### src/rtl/sbs_defs.svh
`ifndef SBS_DEFS_SVH
`define SBS_DEFS_SVH

// Register byte offsets on the APB window
`define SBS_ADDR_W            12
`define SBS_OFF_STATUS        12'h000
`define SBS_OFF_MASK          12'h004
`define SBS_OFF_SELECT        12'h008
`define SBS_OFF_CONTROL       12'h00C

// Status bit positions
`define SBS_BIT_TX_OVF        7
`define SBS_BIT_TX_UNF        6
`define SBS_BIT_TX_SLIP       5
`define SBS_BIT_SIG_LOCK      4
`define SBS_BIT_CRC_LOCK      3
`define SBS_BIT_RX_OVF        2
`define SBS_BIT_RX_UNF        1
`define SBS_BIT_RX_SLIP       0

// Event bits cleared by read or by write-one
`define SBS_EVENT_MASK        8'hE7

// Framing select field layout: declare counts
`define SBS_SEL_SIG_LSB       0
`define SBS_SEL_CRC_LSB       4
// Framing control field layout: loss counts and enables
`define SBS_CTL_SIG_LSB       0
`define SBS_CTL_CRC_LSB       4
`define SBS_CTL_SIG_EN        8
`define SBS_CTL_CRC_EN        9
`define SBS_CNT_W             3

// Reset values
`define SBS_RST_STATUS        8'h00
`define SBS_RST_MASK          8'h00
`define SBS_RST_SELECT        8'h22
`define SBS_RST_CONTROL       10'h333

// Slip buffer geometry in bytes: two frames of 32 time slots
`define SBS_FRAME_BYTES       32
`define SBS_BUF_BYTES         64

`endif

### src/rtl/sbs_pkg.sv
package sbs_pkg;

  // Multiframe alignment tracker states, Gray ordered
  typedef enum logic [1:0] {
    SBS_HUNT   = 2'b00,
    SBS_LOCKED = 2'b01
  } sbs_lock_state_t;

endpackage : sbs_pkg

### src/rtl/sbs_slip_if.sv
`timescale 1ns/1ps

// One slip buffer: access strobes in, slip events and addresses out
interface sbs_slip_if #(parameter int AW = 6);
  logic          wr;
  logic          rd;
  logic [AW-1:0] wr_addr;
  logic [AW-1:0] rd_addr;
  logic          deleted;
  logic          repeated;

  modport ctl (input wr, input rd, output wr_addr, output rd_addr,
               output deleted, output repeated);
  modport user (output wr, output rd, input wr_addr, input rd_addr,
                input deleted, input repeated);
endinterface : sbs_slip_if

### src/rtl/sbs_slip_ctl.sv
`timescale 1ns/1ps
`include "sbs_defs.svh"

module sbs_slip_ctl #(
  parameter int AW    = 6,
  parameter int DEPTH = `SBS_BUF_BYTES,
  parameter int FRAME = `SBS_FRAME_BYTES
) (
  input  wire logic clk,
  input  wire logic rst,
  sbs_slip_if.ctl   sb
);

  logic [AW-1:0] wr_ptr_reg, wr_ptr_next;
  logic [AW-1:0] rd_ptr_reg, rd_ptr_next;
  logic [AW:0]   level_reg,  level_next;
  logic          del_reg,    del_next;
  logic          rep_reg,    rep_next;
  logic          full;
  logic          empty;

  assign full  = (level_reg == (AW+1)'(DEPTH));
  assign empty = (level_reg == '0);

  // Pointer and level update with whole-frame slips
  always_comb begin
    wr_ptr_next = wr_ptr_reg;
    rd_ptr_next = rd_ptr_reg;
    level_next  = level_reg;
    del_next    = 1'b0;
    rep_next    = 1'b0;
    if (sb.wr && full) begin
      rd_ptr_next = rd_ptr_reg + AW'(FRAME);            // Drop oldest frame
      level_next  = level_next - (AW+1)'(FRAME);
      del_next    = 1'b1;
    end
    if (sb.rd && empty) begin
      rd_ptr_next = rd_ptr_reg - AW'(FRAME);            // Replay last frame
      level_next  = level_next + (AW+1)'(FRAME);
      rep_next    = 1'b1;
    end
    if (sb.wr) begin
      wr_ptr_next = wr_ptr_reg + AW'(1);
      level_next  = level_next + (AW+1)'(1);
    end
    if (sb.rd) begin
      rd_ptr_next = rd_ptr_next + AW'(1);
      level_next  = level_next - (AW+1)'(1);
    end
  end

  // State registers
  always_ff @(posedge clk) begin
    if (rst) begin
      wr_ptr_reg <= '0;
      rd_ptr_reg <= AW'(DEPTH - FRAME);                 // Trails writes by the start level
      level_reg  <= (AW+1)'(FRAME);
      del_reg    <= 1'b0;
      rep_reg    <= 1'b0;
    end else begin
      wr_ptr_reg <= wr_ptr_next;
      rd_ptr_reg <= rd_ptr_next;
      level_reg  <= level_next;
      del_reg    <= del_next;
      rep_reg    <= rep_next;
    end
  end

  assign sb.wr_addr  = wr_ptr_reg;
  assign sb.rd_addr  = rd_ptr_reg;
  assign sb.deleted  = del_reg;
  assign sb.repeated = rep_reg;

endmodule : sbs_slip_ctl

### src/rtl/sbs_mf_lock.sv
`timescale 1ns/1ps
`include "sbs_defs.svh"

module sbs_mf_lock #(
  parameter int CW = `SBS_CNT_W
) (
  input  wire logic          clk,
  input  wire logic          rst,
  input  wire logic          enable,
  input  wire logic          pat_strobe,
  input  wire logic          pat_ok,
  input  wire logic [CW-1:0] declare_cnt,
  input  wire logic [CW-1:0] loss_cnt,
  output logic               locked
);

  sbs_pkg::sbs_lock_state_t state_reg, state_next;
  logic [CW-1:0]            run_reg,   run_next;

  // Count consecutive good patterns in hunt, bad ones in lock
  always_comb begin
    state_next = state_reg;
    run_next   = run_reg;
    if (!enable) begin
      state_next = sbs_pkg::SBS_HUNT;
      run_next   = '0;
    end else if (pat_strobe) begin
      case (state_reg)
        sbs_pkg::SBS_HUNT: begin
          if (!pat_ok) begin
            run_next = '0;
          end else if (run_reg + CW'(1) >= declare_cnt) begin
            state_next = sbs_pkg::SBS_LOCKED;
            run_next   = '0;
          end else begin
            run_next = run_reg + CW'(1);
          end
        end
        sbs_pkg::SBS_LOCKED: begin
          if (pat_ok) begin
            run_next = '0;
          end else if (run_reg + CW'(1) >= loss_cnt) begin
            state_next = sbs_pkg::SBS_HUNT;
            run_next   = '0;
          end else begin
            run_next = run_reg + CW'(1);
          end
        end
        default: begin
          state_next = sbs_pkg::SBS_HUNT;
          run_next   = '0;
        end
      endcase
    end
  end

  // State registers
  always_ff @(posedge clk) begin
    if (rst) begin
      state_reg <= sbs_pkg::SBS_HUNT;
      run_reg   <= '0;
    end else begin
      state_reg <= state_next;
      run_reg   <= run_next;
    end
  end

  assign locked = (state_reg == sbs_pkg::SBS_LOCKED);

endmodule : sbs_mf_lock

### src/rtl/sbs_status_top.sv
// The register offsets and register access over APB were decided locally.
`timescale 1ns/1ps
`include "sbs_defs.svh"

// Notes on behaviour
// - Write into full transmit buffer drops one frame and sets bit 7.
// - Read from empty transmit buffer repeats one frame and sets bit 6.
// - Any transmit frame drop or repeat sets bit 5.
// - Write into full receive buffer drops one frame and sets bit 2.
// - Event bits hold until the register is read or written with ones; either clears them.
// - Bit 4 shows live signalling multiframe lock state.
// - Signalling lock is declared by the selected alignment criterion.
// - Signalling lock is lost after a set count of consecutive bad patterns.
// - Bit 3 shows live CRC multiframe lock, zero while lock is lost.
// - CRC lock declare and loss follow the select and control settings.
// - Lock bits read zero when their alignment function is disabled.
// - Read from empty receive buffer repeats one frame and sets bit 1.
// - Any receive frame drop or repeat sets bit 0.
module sbs_status_top #(
  parameter int AW = 6
) (
  input  wire logic                   clk,
  input  wire logic                   rst,
  input  wire logic [`SBS_ADDR_W-1:0] paddr,
  input  wire logic                   psel,
  input  wire logic                   penable,
  input  wire logic                   pwrite,
  input  wire logic [31:0]            pwdata,
  output logic      [31:0]            prdata,
  output logic                        pready,
  output logic                        pslverr,
  input  wire logic                   tx_wr,
  input  wire logic                   tx_rd,
  output logic      [AW-1:0]          tx_wr_addr,
  output logic      [AW-1:0]          tx_rd_addr,
  input  wire logic                   rx_wr,
  input  wire logic                   rx_rd,
  output logic      [AW-1:0]          rx_wr_addr,
  output logic      [AW-1:0]          rx_rd_addr,
  input  wire logic                   sig_pat_strobe,
  input  wire logic                   sig_pat_ok,
  input  wire logic                   crc_pat_strobe,
  input  wire logic                   crc_pat_ok,
  output logic                        irq
);

  localparam int CW = `SBS_CNT_W;

  sbs_slip_if #(.AW(AW)) tx_sb ();
  sbs_slip_if #(.AW(AW)) rx_sb ();

  logic [7:0]  status_reg,  status_next;
  logic [7:0]  mask_reg,    mask_next;
  logic [7:0]  select_reg,  select_next;
  logic [9:0]  control_reg, control_next;
  logic [31:0] prdata_reg,  prdata_next;
  logic        err_reg,     err_next;
  logic [7:0]  events;
  logic [7:0]  clr;
  logic [7:0]  live;
  logic        sig_locked;
  logic        crc_locked;
  logic        setup;
  logic        access;
  logic        mapped;

  // Address decode shared by setup and access phases
  function automatic logic is_mapped(input logic [`SBS_ADDR_W-1:0] a);
    return (a == `SBS_OFF_STATUS) || (a == `SBS_OFF_MASK) ||
           (a == `SBS_OFF_SELECT) || (a == `SBS_OFF_CONTROL);
  endfunction : is_mapped

  // Extract a count field from a setting register
  function automatic logic [CW-1:0] field(input logic [9:0] r, input int lsb);
    return CW'(r >> lsb);
  endfunction : field

  // Transmit slip buffer pointer control
  sbs_slip_ctl #(.AW(AW)) u_tx_slip (
    .clk (clk),
    .rst (rst),
    .sb  (tx_sb.ctl)
  );

  // Receive slip buffer pointer control
  sbs_slip_ctl #(.AW(AW)) u_rx_slip (
    .clk (clk),
    .rst (rst),
    .sb  (rx_sb.ctl)
  );

  // Buffer strobes in, addresses out
  assign tx_sb.wr   = tx_wr;
  assign tx_sb.rd   = tx_rd;
  assign rx_sb.wr   = rx_wr;
  assign rx_sb.rd   = rx_rd;
  assign tx_wr_addr = tx_sb.wr_addr;
  assign tx_rd_addr = tx_sb.rd_addr;
  assign rx_wr_addr = rx_sb.wr_addr;
  assign rx_rd_addr = rx_sb.rd_addr;

  // Signalling multiframe tracker
  sbs_mf_lock #(.CW(CW)) u_sig_lock (
    .clk         (clk),
    .rst         (rst),
    .enable      (control_reg[`SBS_CTL_SIG_EN]),
    .pat_strobe  (sig_pat_strobe),
    .pat_ok      (sig_pat_ok),
    .declare_cnt (field({2'b00, select_reg}, `SBS_SEL_SIG_LSB)),
    .loss_cnt    (field(control_reg, `SBS_CTL_SIG_LSB)),
    .locked      (sig_locked)
  );

  // CRC multiframe tracker
  sbs_mf_lock #(.CW(CW)) u_crc_lock (
    .clk         (clk),
    .rst         (rst),
    .enable      (control_reg[`SBS_CTL_CRC_EN]),
    .pat_strobe  (crc_pat_strobe),
    .pat_ok      (crc_pat_ok),
    .declare_cnt (field({2'b00, select_reg}, `SBS_SEL_CRC_LSB)),
    .loss_cnt    (field(control_reg, `SBS_CTL_CRC_LSB)),
    .locked      (crc_locked)
  );

  // Slip events mapped onto status bits
  always_comb begin
    events                    = 8'h00;
    events[`SBS_BIT_TX_OVF]   = tx_sb.deleted;
    events[`SBS_BIT_TX_UNF]   = tx_sb.repeated;
    events[`SBS_BIT_TX_SLIP]  = tx_sb.deleted | tx_sb.repeated;
    events[`SBS_BIT_RX_OVF]   = rx_sb.deleted;
    events[`SBS_BIT_RX_UNF]   = rx_sb.repeated;
    events[`SBS_BIT_RX_SLIP]  = rx_sb.deleted | rx_sb.repeated;
  end

  // Live lock bits
  always_comb begin
    live                     = 8'h00;
    live[`SBS_BIT_SIG_LOCK]  = sig_locked;
    live[`SBS_BIT_CRC_LOCK]  = crc_locked;
  end

  // APB phase decode; zero wait states
  assign setup   = psel && !penable;
  assign access  = psel && penable;
  assign mapped  = is_mapped(paddr);
  assign pready  = 1'b1;

  // Event clears from a completed read or a write of ones
  always_comb begin
    clr = 8'h00;
    if (access && paddr == `SBS_OFF_STATUS) begin
      if (pwrite) begin
        clr = pwdata[7:0] & `SBS_EVENT_MASK;
      end else begin
        clr = `SBS_EVENT_MASK;
      end
    end
  end

  // Sticky event bits; a new event beats a clear
  always_comb begin
    status_next = (status_reg & ~clr) | events;
  end

  // Configuration words, written in the access phase only
  always_comb begin
    mask_next    = mask_reg;
    select_next  = select_reg;
    control_next = control_reg;
    if (access && pwrite) begin
      case (paddr)
        `SBS_OFF_MASK:    mask_next    = pwdata[7:0];
        `SBS_OFF_SELECT:  select_next  = pwdata[7:0];
        `SBS_OFF_CONTROL: control_next = pwdata[9:0];
        default:          mask_next    = mask_reg;
      endcase
    end
  end

  // Read data captured in setup; events merged from the next status
  always_comb begin
    prdata_next = prdata_reg;
    err_next    = err_reg;
    if (setup) begin
      err_next = !mapped;
      case (paddr)
        `SBS_OFF_STATUS:  prdata_next = {24'h000000,
                                         (status_next & `SBS_EVENT_MASK) | live};
        `SBS_OFF_MASK:    prdata_next = {24'h000000, mask_reg};
        `SBS_OFF_SELECT:  prdata_next = {24'h000000, select_reg};
        `SBS_OFF_CONTROL: prdata_next = {22'h000000, control_reg};
        default:          prdata_next = 32'h00000000;
      endcase
      if (pwrite) begin
        prdata_next = 32'h00000000;
      end
    end
  end

  // Event status register
  always_ff @(posedge clk) begin
    if (rst) begin
      status_reg <= `SBS_RST_STATUS;
    end else begin
      status_reg <= status_next;
    end
  end

  // Configuration registers
  always_ff @(posedge clk) begin
    if (rst) begin
      mask_reg    <= `SBS_RST_MASK;
      select_reg  <= `SBS_RST_SELECT;
      control_reg <= `SBS_RST_CONTROL;
    end else begin
      mask_reg    <= mask_next;
      select_reg  <= select_next;
      control_reg <= control_next;
    end
  end

  // Bus answer registers
  always_ff @(posedge clk) begin
    if (rst) begin
      prdata_reg <= 32'h00000000;
      err_reg    <= 1'b0;
    end else begin
      prdata_reg <= prdata_next;
      err_reg    <= err_next;
    end
  end

  assign prdata  = prdata_reg;
  assign pslverr = access && err_reg;

  // Level interrupt from unmasked events
  assign irq = |(status_reg & mask_reg & `SBS_EVENT_MASK);

endmodule : sbs_status_top

### config.mk
export PLATFORM = sky130hd
export DESIGN_NAME = sbs_status_top
export DESIGN_NICKNAME = d
export VERILOG_FILES = /design/src/rtl/sbs_pkg.sv /design/src/rtl/sbs_slip_if.sv /design/src/rtl/sbs_slip_ctl.sv /design/src/rtl/sbs_mf_lock.sv /design/src/rtl/sbs_status_top.sv
export VERILOG_INCLUDE_DIRS = /design/src /design/src/rtl
export SDC_FILE = /design/constraint.sdc
export NUM_CORES = 1
export LEC_CHECK = 0
export BUFFER_PORTS_ARGS = -buffer_cell sky130_fd_sc_hd__buf_2
export CORE_MARGIN = 10
export CORE_UTILIZATION = 54
export DETAILED_ROUTE_END_ITERATION = 7
export GPL_TIMING_DRIVEN = 0
export PLACE_DENSITY = 0.8
export SETUP_SLACK_MARGIN = 0.3
export SYNTH_ARGS = -nofsm -noshare
export SYNTH_HDL_FRONTEND = slang
export SYNTH_SLANG_ARGS = --single-unit
### constraint.sdc
create_clock -name clk -period 3 [get_ports clk]
set_clock_uncertainty 0.05 [all_clocks]
set_input_delay 0.3 -clock clk [delete_from_list [all_inputs] [get_ports clk]]
set_output_delay 0.3 -clock clk [all_outputs]
set_load 0.02 [all_outputs]
### Yosys cells after proc, flatten, opt, wreduce, memory -nomap -nowiden

Index checks and enable logic that the tools add are counted.
Widths: inputs -> output; s select.

| storage, ports and cells | value |
|---|---|
| logic and storage cells | 135 |
| bits in registers | 119 |
| bits of input ports | 57 |

| cells by class | value |
|---|---|
| reductions and logical operators | 27 |
| $add $sub $neg | 18 |
| multiplexer cells | 42 |
| equal/unequal tests | 15 |
| bitwise logic cells | 9 |
| $lt $le $gt $ge | 4 |

Operator list:

| operator | number |
|---|---|
| $mux 7 | 8 |
| $pmux 10 s4 | 1 |
| $mux 6 | 6 |
| $mux 32 | 1 |
| $add 6x1->6 const B | 4 |
| $eq 12x4->1 const B | 2 |
| $mux 3 | 8 |
| $and 8x8->8 | 2 |
| $mux 2 | 8 |
| $mux 8 | 2 |
| $add 7x1->7 const B | 2 |
| $add 7x6->7 const B | 2 |
| $eq 7x7->1 const B | 2 |
| $logic_not 7->1 | 2 |
| $sub 7x1->7 const B | 2 |
| $sub 7x6->7 const B | 2 |
| $add 6x6->6 const B | 2 |
| $eq 12x3->1 const B | 1 |
| $ge 3x3->1 | 4 |
| $logic_not 12->1 | 1 |
| $pmux 3 s2 | 2 |
| $sub 6x6->6 const B | 2 |
| $reduce_and 5->1 | 2 |
| $logic_and 1x1->1 | 9 |
| 17 further kinds | 38 |

### Logic depth before layout (Yosys ltp)

| logic depth | value |
|---|---|
| depth in word-level cells | 9 |
| depth in mapped cells | 8 |

### Hierarchy

Synthesis repeated with hierarchy kept, for this count alone.

| unflattened totals | value |
|---|---|
| cell total of the unflattened synthesis | 580 |
| area, all modules | 5,175.0 um^2 |

Modules (own cells, without submodules):

| module | cells each | seq. area each (um^2) | area an instance (um^2) | times used |
|---|---|---|---|---|
| sbs_status_top | 258 | 860.8 | 2,319.7 | 1 |
| sbs_slip_ctl | 118 | 420.4 | 1,073.5 | 2 |
| sbs_mf_lock | 43 | 80.1 | 354.1 | 2 |

### Worst setup path after synthesis

OpenSTA, ideal clock, no wires.

| timing path | value |
|---|---|
| path type | register -> register |
| from | reg u_rx_slip.level_reg[0] |
| to | reg u_rx_slip.level_reg[6] |
| setup time | 59 ps |
| stages on the path, launching flop included | 9 |
| arrival | 2,096 ps |
| buffers on the path | 0 |
| setup slack | 795 ps |
| period minus slack after synthesis | 2,205 ps |
| cell sequence | dfxtp_1 inv_1 ha_1 mux2i_1 ha_1 nand2_1 or4_4 or4_1 nand2_1 |

| between the ends | value |
|---|---|
| longest elaborated chain between the ends | 9 |
| elaborated cells between the ends (all ways) | 12 |

RTL lines:

| what | RTL line | RTL |
|---|---|---|
| start, declared | sbs_slip_ctl.sv:16 | `logic [AW:0] level_reg, level_next;` |
| start signal, assigned | sbs_slip_ctl.sv:57 | `level_reg <= (AW+1)'(FRAME);` |
| start signal, assigned | sbs_slip_ctl.sv:63 | `level_reg <= level_next;` |
| parallel branches: the longest is 4 deep, another holds $sub 7x6->7 | -- |  |
| $mux 7 * | sbs_slip_ctl.sv:37 | `if (sb.rd && empty) begin` |
| $add 7x1->7 | sbs_slip_ctl.sv:44 | `level_next = level_next + (AW+1)'(1);` |
| $mux 7 * | sbs_slip_ctl.sv:42 | `if (sb.wr) begin` |
| $sub 7x1->7 | sbs_slip_ctl.sv:48 | `level_next = level_next - (AW+1)'(1);` |
| $mux 7 * | sbs_slip_ctl.sv:46 | `if (sb.rd) begin` |

Every way passes the cells marked *.
A chain may end at the register's enable or synchronous reset.

### Worst setup path after layout

Ends and elaborated chain as after synthesis.

==> metrics.md <==
| Metric | Value |
|---|---|
| Result of the run | `completed` |
| Number of antenna diodes | `0` |
| Power Dens Cells | `469 nW/um2` |
| Min Clock Period, post-route | `2430 ps` |
| Post-CTS repair timing setup buffer count | `0` |
| Number of vias per cell after detailed routing | `5.59` |
| Die Span Y | `114 um` |
| Largest net degree at the start of global routing | `15` |
| Share of post-route cells with drive strength above 1 | `0.186` |
| Hold worst-path end | `control_reg[9]$_SDFFE_PP1P_` |
| Layout-stage area growth over the synthesis result | `15.8%` |
| Clock tree buffer depth | `2` |
| Startpoint types | `flip-flop` |
| Yosys top cell area share | `0.389` |
| Wirelength per Cell | `15.6 um` |
| Dominant cell by count in the synthesized netlist | `dfxtp_1` |
| Commonest cells in the netlist | `dfxtp_1, nand2_1, nor2_1` |
| Timing startpoint of the critical path | `u_rx_slip.level_reg[0]$_SDFF_PP0_` |
| Width of the chip | `114 um` |
| Path depth of the worst reg2reg path | `8` |
| Final critical-path setup slack | `575 ps` |
| Crit path DAT | `2680 ps` |
| Total of max-cap violations | `0` |
| Final period util | `0.808` |
| Net count, final | `737` |
| Final Hold Fails | `0` |
| Slew at the pin closest to its max-slew limit | `609 ps` |
| Post-route DRC violation count | `0` |
| Total Neg Setup Slack | `0 ps` |
| Final RePlAce weighted congestion | `0.959` |
| Effective utilization at floorplan | `0.552` |
| Relative max-transition margin | `0.594` |
| Input/output buffers | `69` |
| Buffers plus inverters on the worst setup path | `1` |
| Origin of the critical flop-to-flop path | `u_rx_slip.level_reg[0]$_SDFF_PP0_` |
| Number of stages on the worst setup path | `8` |
| Count of boundary I/O pins | `116` |
| Post-route cell area | `5550 um2` |
| Dominant cells by area after synthesis | `dfxtp_1, ha_1, nand2_1, mux2i_1, nor2_1` |
| Number of storage elements in the synthesis netlist | `93` |
| Max stage delay on crit path | `480 ps` |
| Dpl cell area | `5350 um2` |
| Overall overflow remaining after global route | `0` |
| Synthesized area divided by synthesized cell count | `8.63 um2` |
| CP Data Required Time | `3250 ps` |
| Flop2flop setup slack | `570 ps` |
| Crit path max-delay family | `simple AND/OR/NAND/NOR gates` |
| Post-placement worst setup slack | `388 ps` |
| Hold depth | `3` |
| Starting DRT DRC Count | `227` |
| Clock-pin slew on the worst setup and hold paths | `90 ps` |
| Via Count | `4293` |
| Highest achievable clock rate | `412 MHz` |
| Number of enable-type register cells in the synthesized netlist | `0` |
| CTS Root Buffer Type | `clkbuf_8` |
| Capturing point of the worst reg2reg path | `u_rx_slip.level_reg[6]$_SDFF_PP0_` |
| Row Count | `34` |
| Wire length of the first global-routing pass | `19.5 mm` |
| Floorplan core area | `8680 um2` |
| Kind of capture point of the worst setup path | `flip-flop` |
| Final WL | `12.0 mm` |
| Critical Setup Path Class | `reg2reg` |
| Sink count of the clock tree | `93` |
| Cell-by-cell trace of the critical path | `inv_1, ha_1, mux2i_1, ha_1, nand2_1, or4_4, or4_1, nand2_1` |
| Post-Syn Instances | `555` |
| Max stage delay cell, worst path | `or4_1` |
| Post-detailed-route count of antenna-violating nets | `0` |
| Insertion delay to the later sink of the worst-skew pair | `370 ps` |
| Post-cts hold buffer count | `0` |
| Clock buffers created by TritonCTS | `9` |
| Async set-reset flop share out of synthesis | `0` |
| End-of-flow core utilization | `0.639` |
| Pre-Repair DR Iteration Count | `5` |
| Path category of the worst min-delay check | `in2reg` |
| All-layer global routing usage | `0.179` |
| Most common flop cell mapped by yosys | `dfxtp_1` |
| Final setup violation count | `0` |
| Detailed-placement wirelength estimate | `8.96 mm` |
| Maximum fanout encountered on the critical timing path | `4` |
| Number of global-route vias before repair | `4226` |
| Peak supply drop | `0.289 mV` |
| CTS H-tree lvls | `3` |
| Leak | `2.36 nW` |
| TritonCTS clock tree | `done` |
| Library cell with the largest summed area after synthesis | `dfxtp_1` |
| RSZ-0062 raised after global routing | `no` |
| Portion of the post-synthesis area used by sequential elements | `0.389` |
| Resized Gates After CTS | `0` |
| Power Total | `0.00260 W` |
| Max-slew violations | `0` |
| Overall die area | `13000 um2` |
| Yosys cell types | `49` |
| Synth warnings | `0` |
| Start point of the worst min-delay path | `pwdata[9]` |
| Initial antenna violation count | `0` |
| Syn Std Cell Area | `4790 um2` |
[logic make-up (layout without fill, tap and decap cells)]
kind of cell	after synthesis	count (layout)	share of synthesized area
fa+ha+maj	24	24	0.0627
other cells	2	23	0.00157
flops	93	93	0.389
xor+xnor	35	35	0.0640
simple gates	224	224	0.234
compound gates	90	90	0.117
buf+inv	59	143	0.0656
mux	28	28	0.0669
[area by class of cell]
class / count / area, um2
clock inverters: 4 / 47.5
inverters: 16 / 60.1
fillers: 756 / 3130
clock buffers: 11 / 151
multi-input cells: 424 / 2690
plain buffers: 43 / 254
repair buffers: 69 / 345
well taps: 108 / 135
flip-flops and latches: 93 / 1860
[worst max-delay path by stage]
stage / to / slack (ps)
6_report: u_rx_slip.level_reg[6]$_SDFF_PP0_ / 570
4_1_cts: u_rx_slip.level_reg[6]$_SDFF_PP0_ / 590
5_1_grt: u_rx_slip.level_reg[6]$_SDFF_PP0_ / 480
3_3_place_gp: u_tx_slip.level_reg[6]$_SDFF_PP0_ / 490
3_5_place_dp: u_tx_slip.level_reg[6]$_SDFF_PP0_ / 390
2_1_floorplan: u_rx_slip.level_reg[6]$_SDFF_PP0_ / 800
[worst register-to-register path, stage by stage, from the launching register on]
cell,delay (ps)
dfxtp_1,410
inv_1,70
ha_1,290
mux2i_1,240
ha_1,190
nand2_1,120
or4_4,470
or4_1,480
nand2_1,70
[placed cells by master, fill, tap and decap left out, types with 7 or more instances in the layout]
master,instances
dfxtp_1,93
buf_2,71
nand2_1,62
nor2_1,58
a21oi_1,32
buf_4,24
ha_1,24
mux2i_1,23
conb_1,23
o21ai_0,21
xnor2_1,18
xor2_1,17
nand2b_1,16
inv_1,15
nand4_1,15
nand3_1,11
nor3_1,11
clkbuf_8,11
nor2b_1,10
buf_1,9
clkbuf_1,8
and3_1,7
a22oi_1,7
[layer usage]
| layer | track usage | share of wire | vias to the layer above |
|---|---|---|---|
| li1 | - | - | 2104 |
| met1 | 0.201 | 0.41 | 2024 |
| met2 | 0.317 | 0.49 | 149 |
| met3 | 0.0435 | 0.085 | 16 |
| met4 | 0.0693 | 0.015 | 0 |
| met5 | 0 | 0 | - |
[power by group]
part	leakage, nW	internal, W	switching [W]
clock network	0.101	0.000424	0.000432
logic	1.50	0.000168	0.000244
registers	0.754	0.00128	0.0000559
[through the flow]
step,hold WS (ps),std cells
6_report,119,768
3_3_place_gp,386,753
5_1_grt,106,768
4_1_cts,113,768
2_1_floorplan,374,576
3_5_place_dp,397,753
Note: power is estimated with default switching activity, not from simulation.
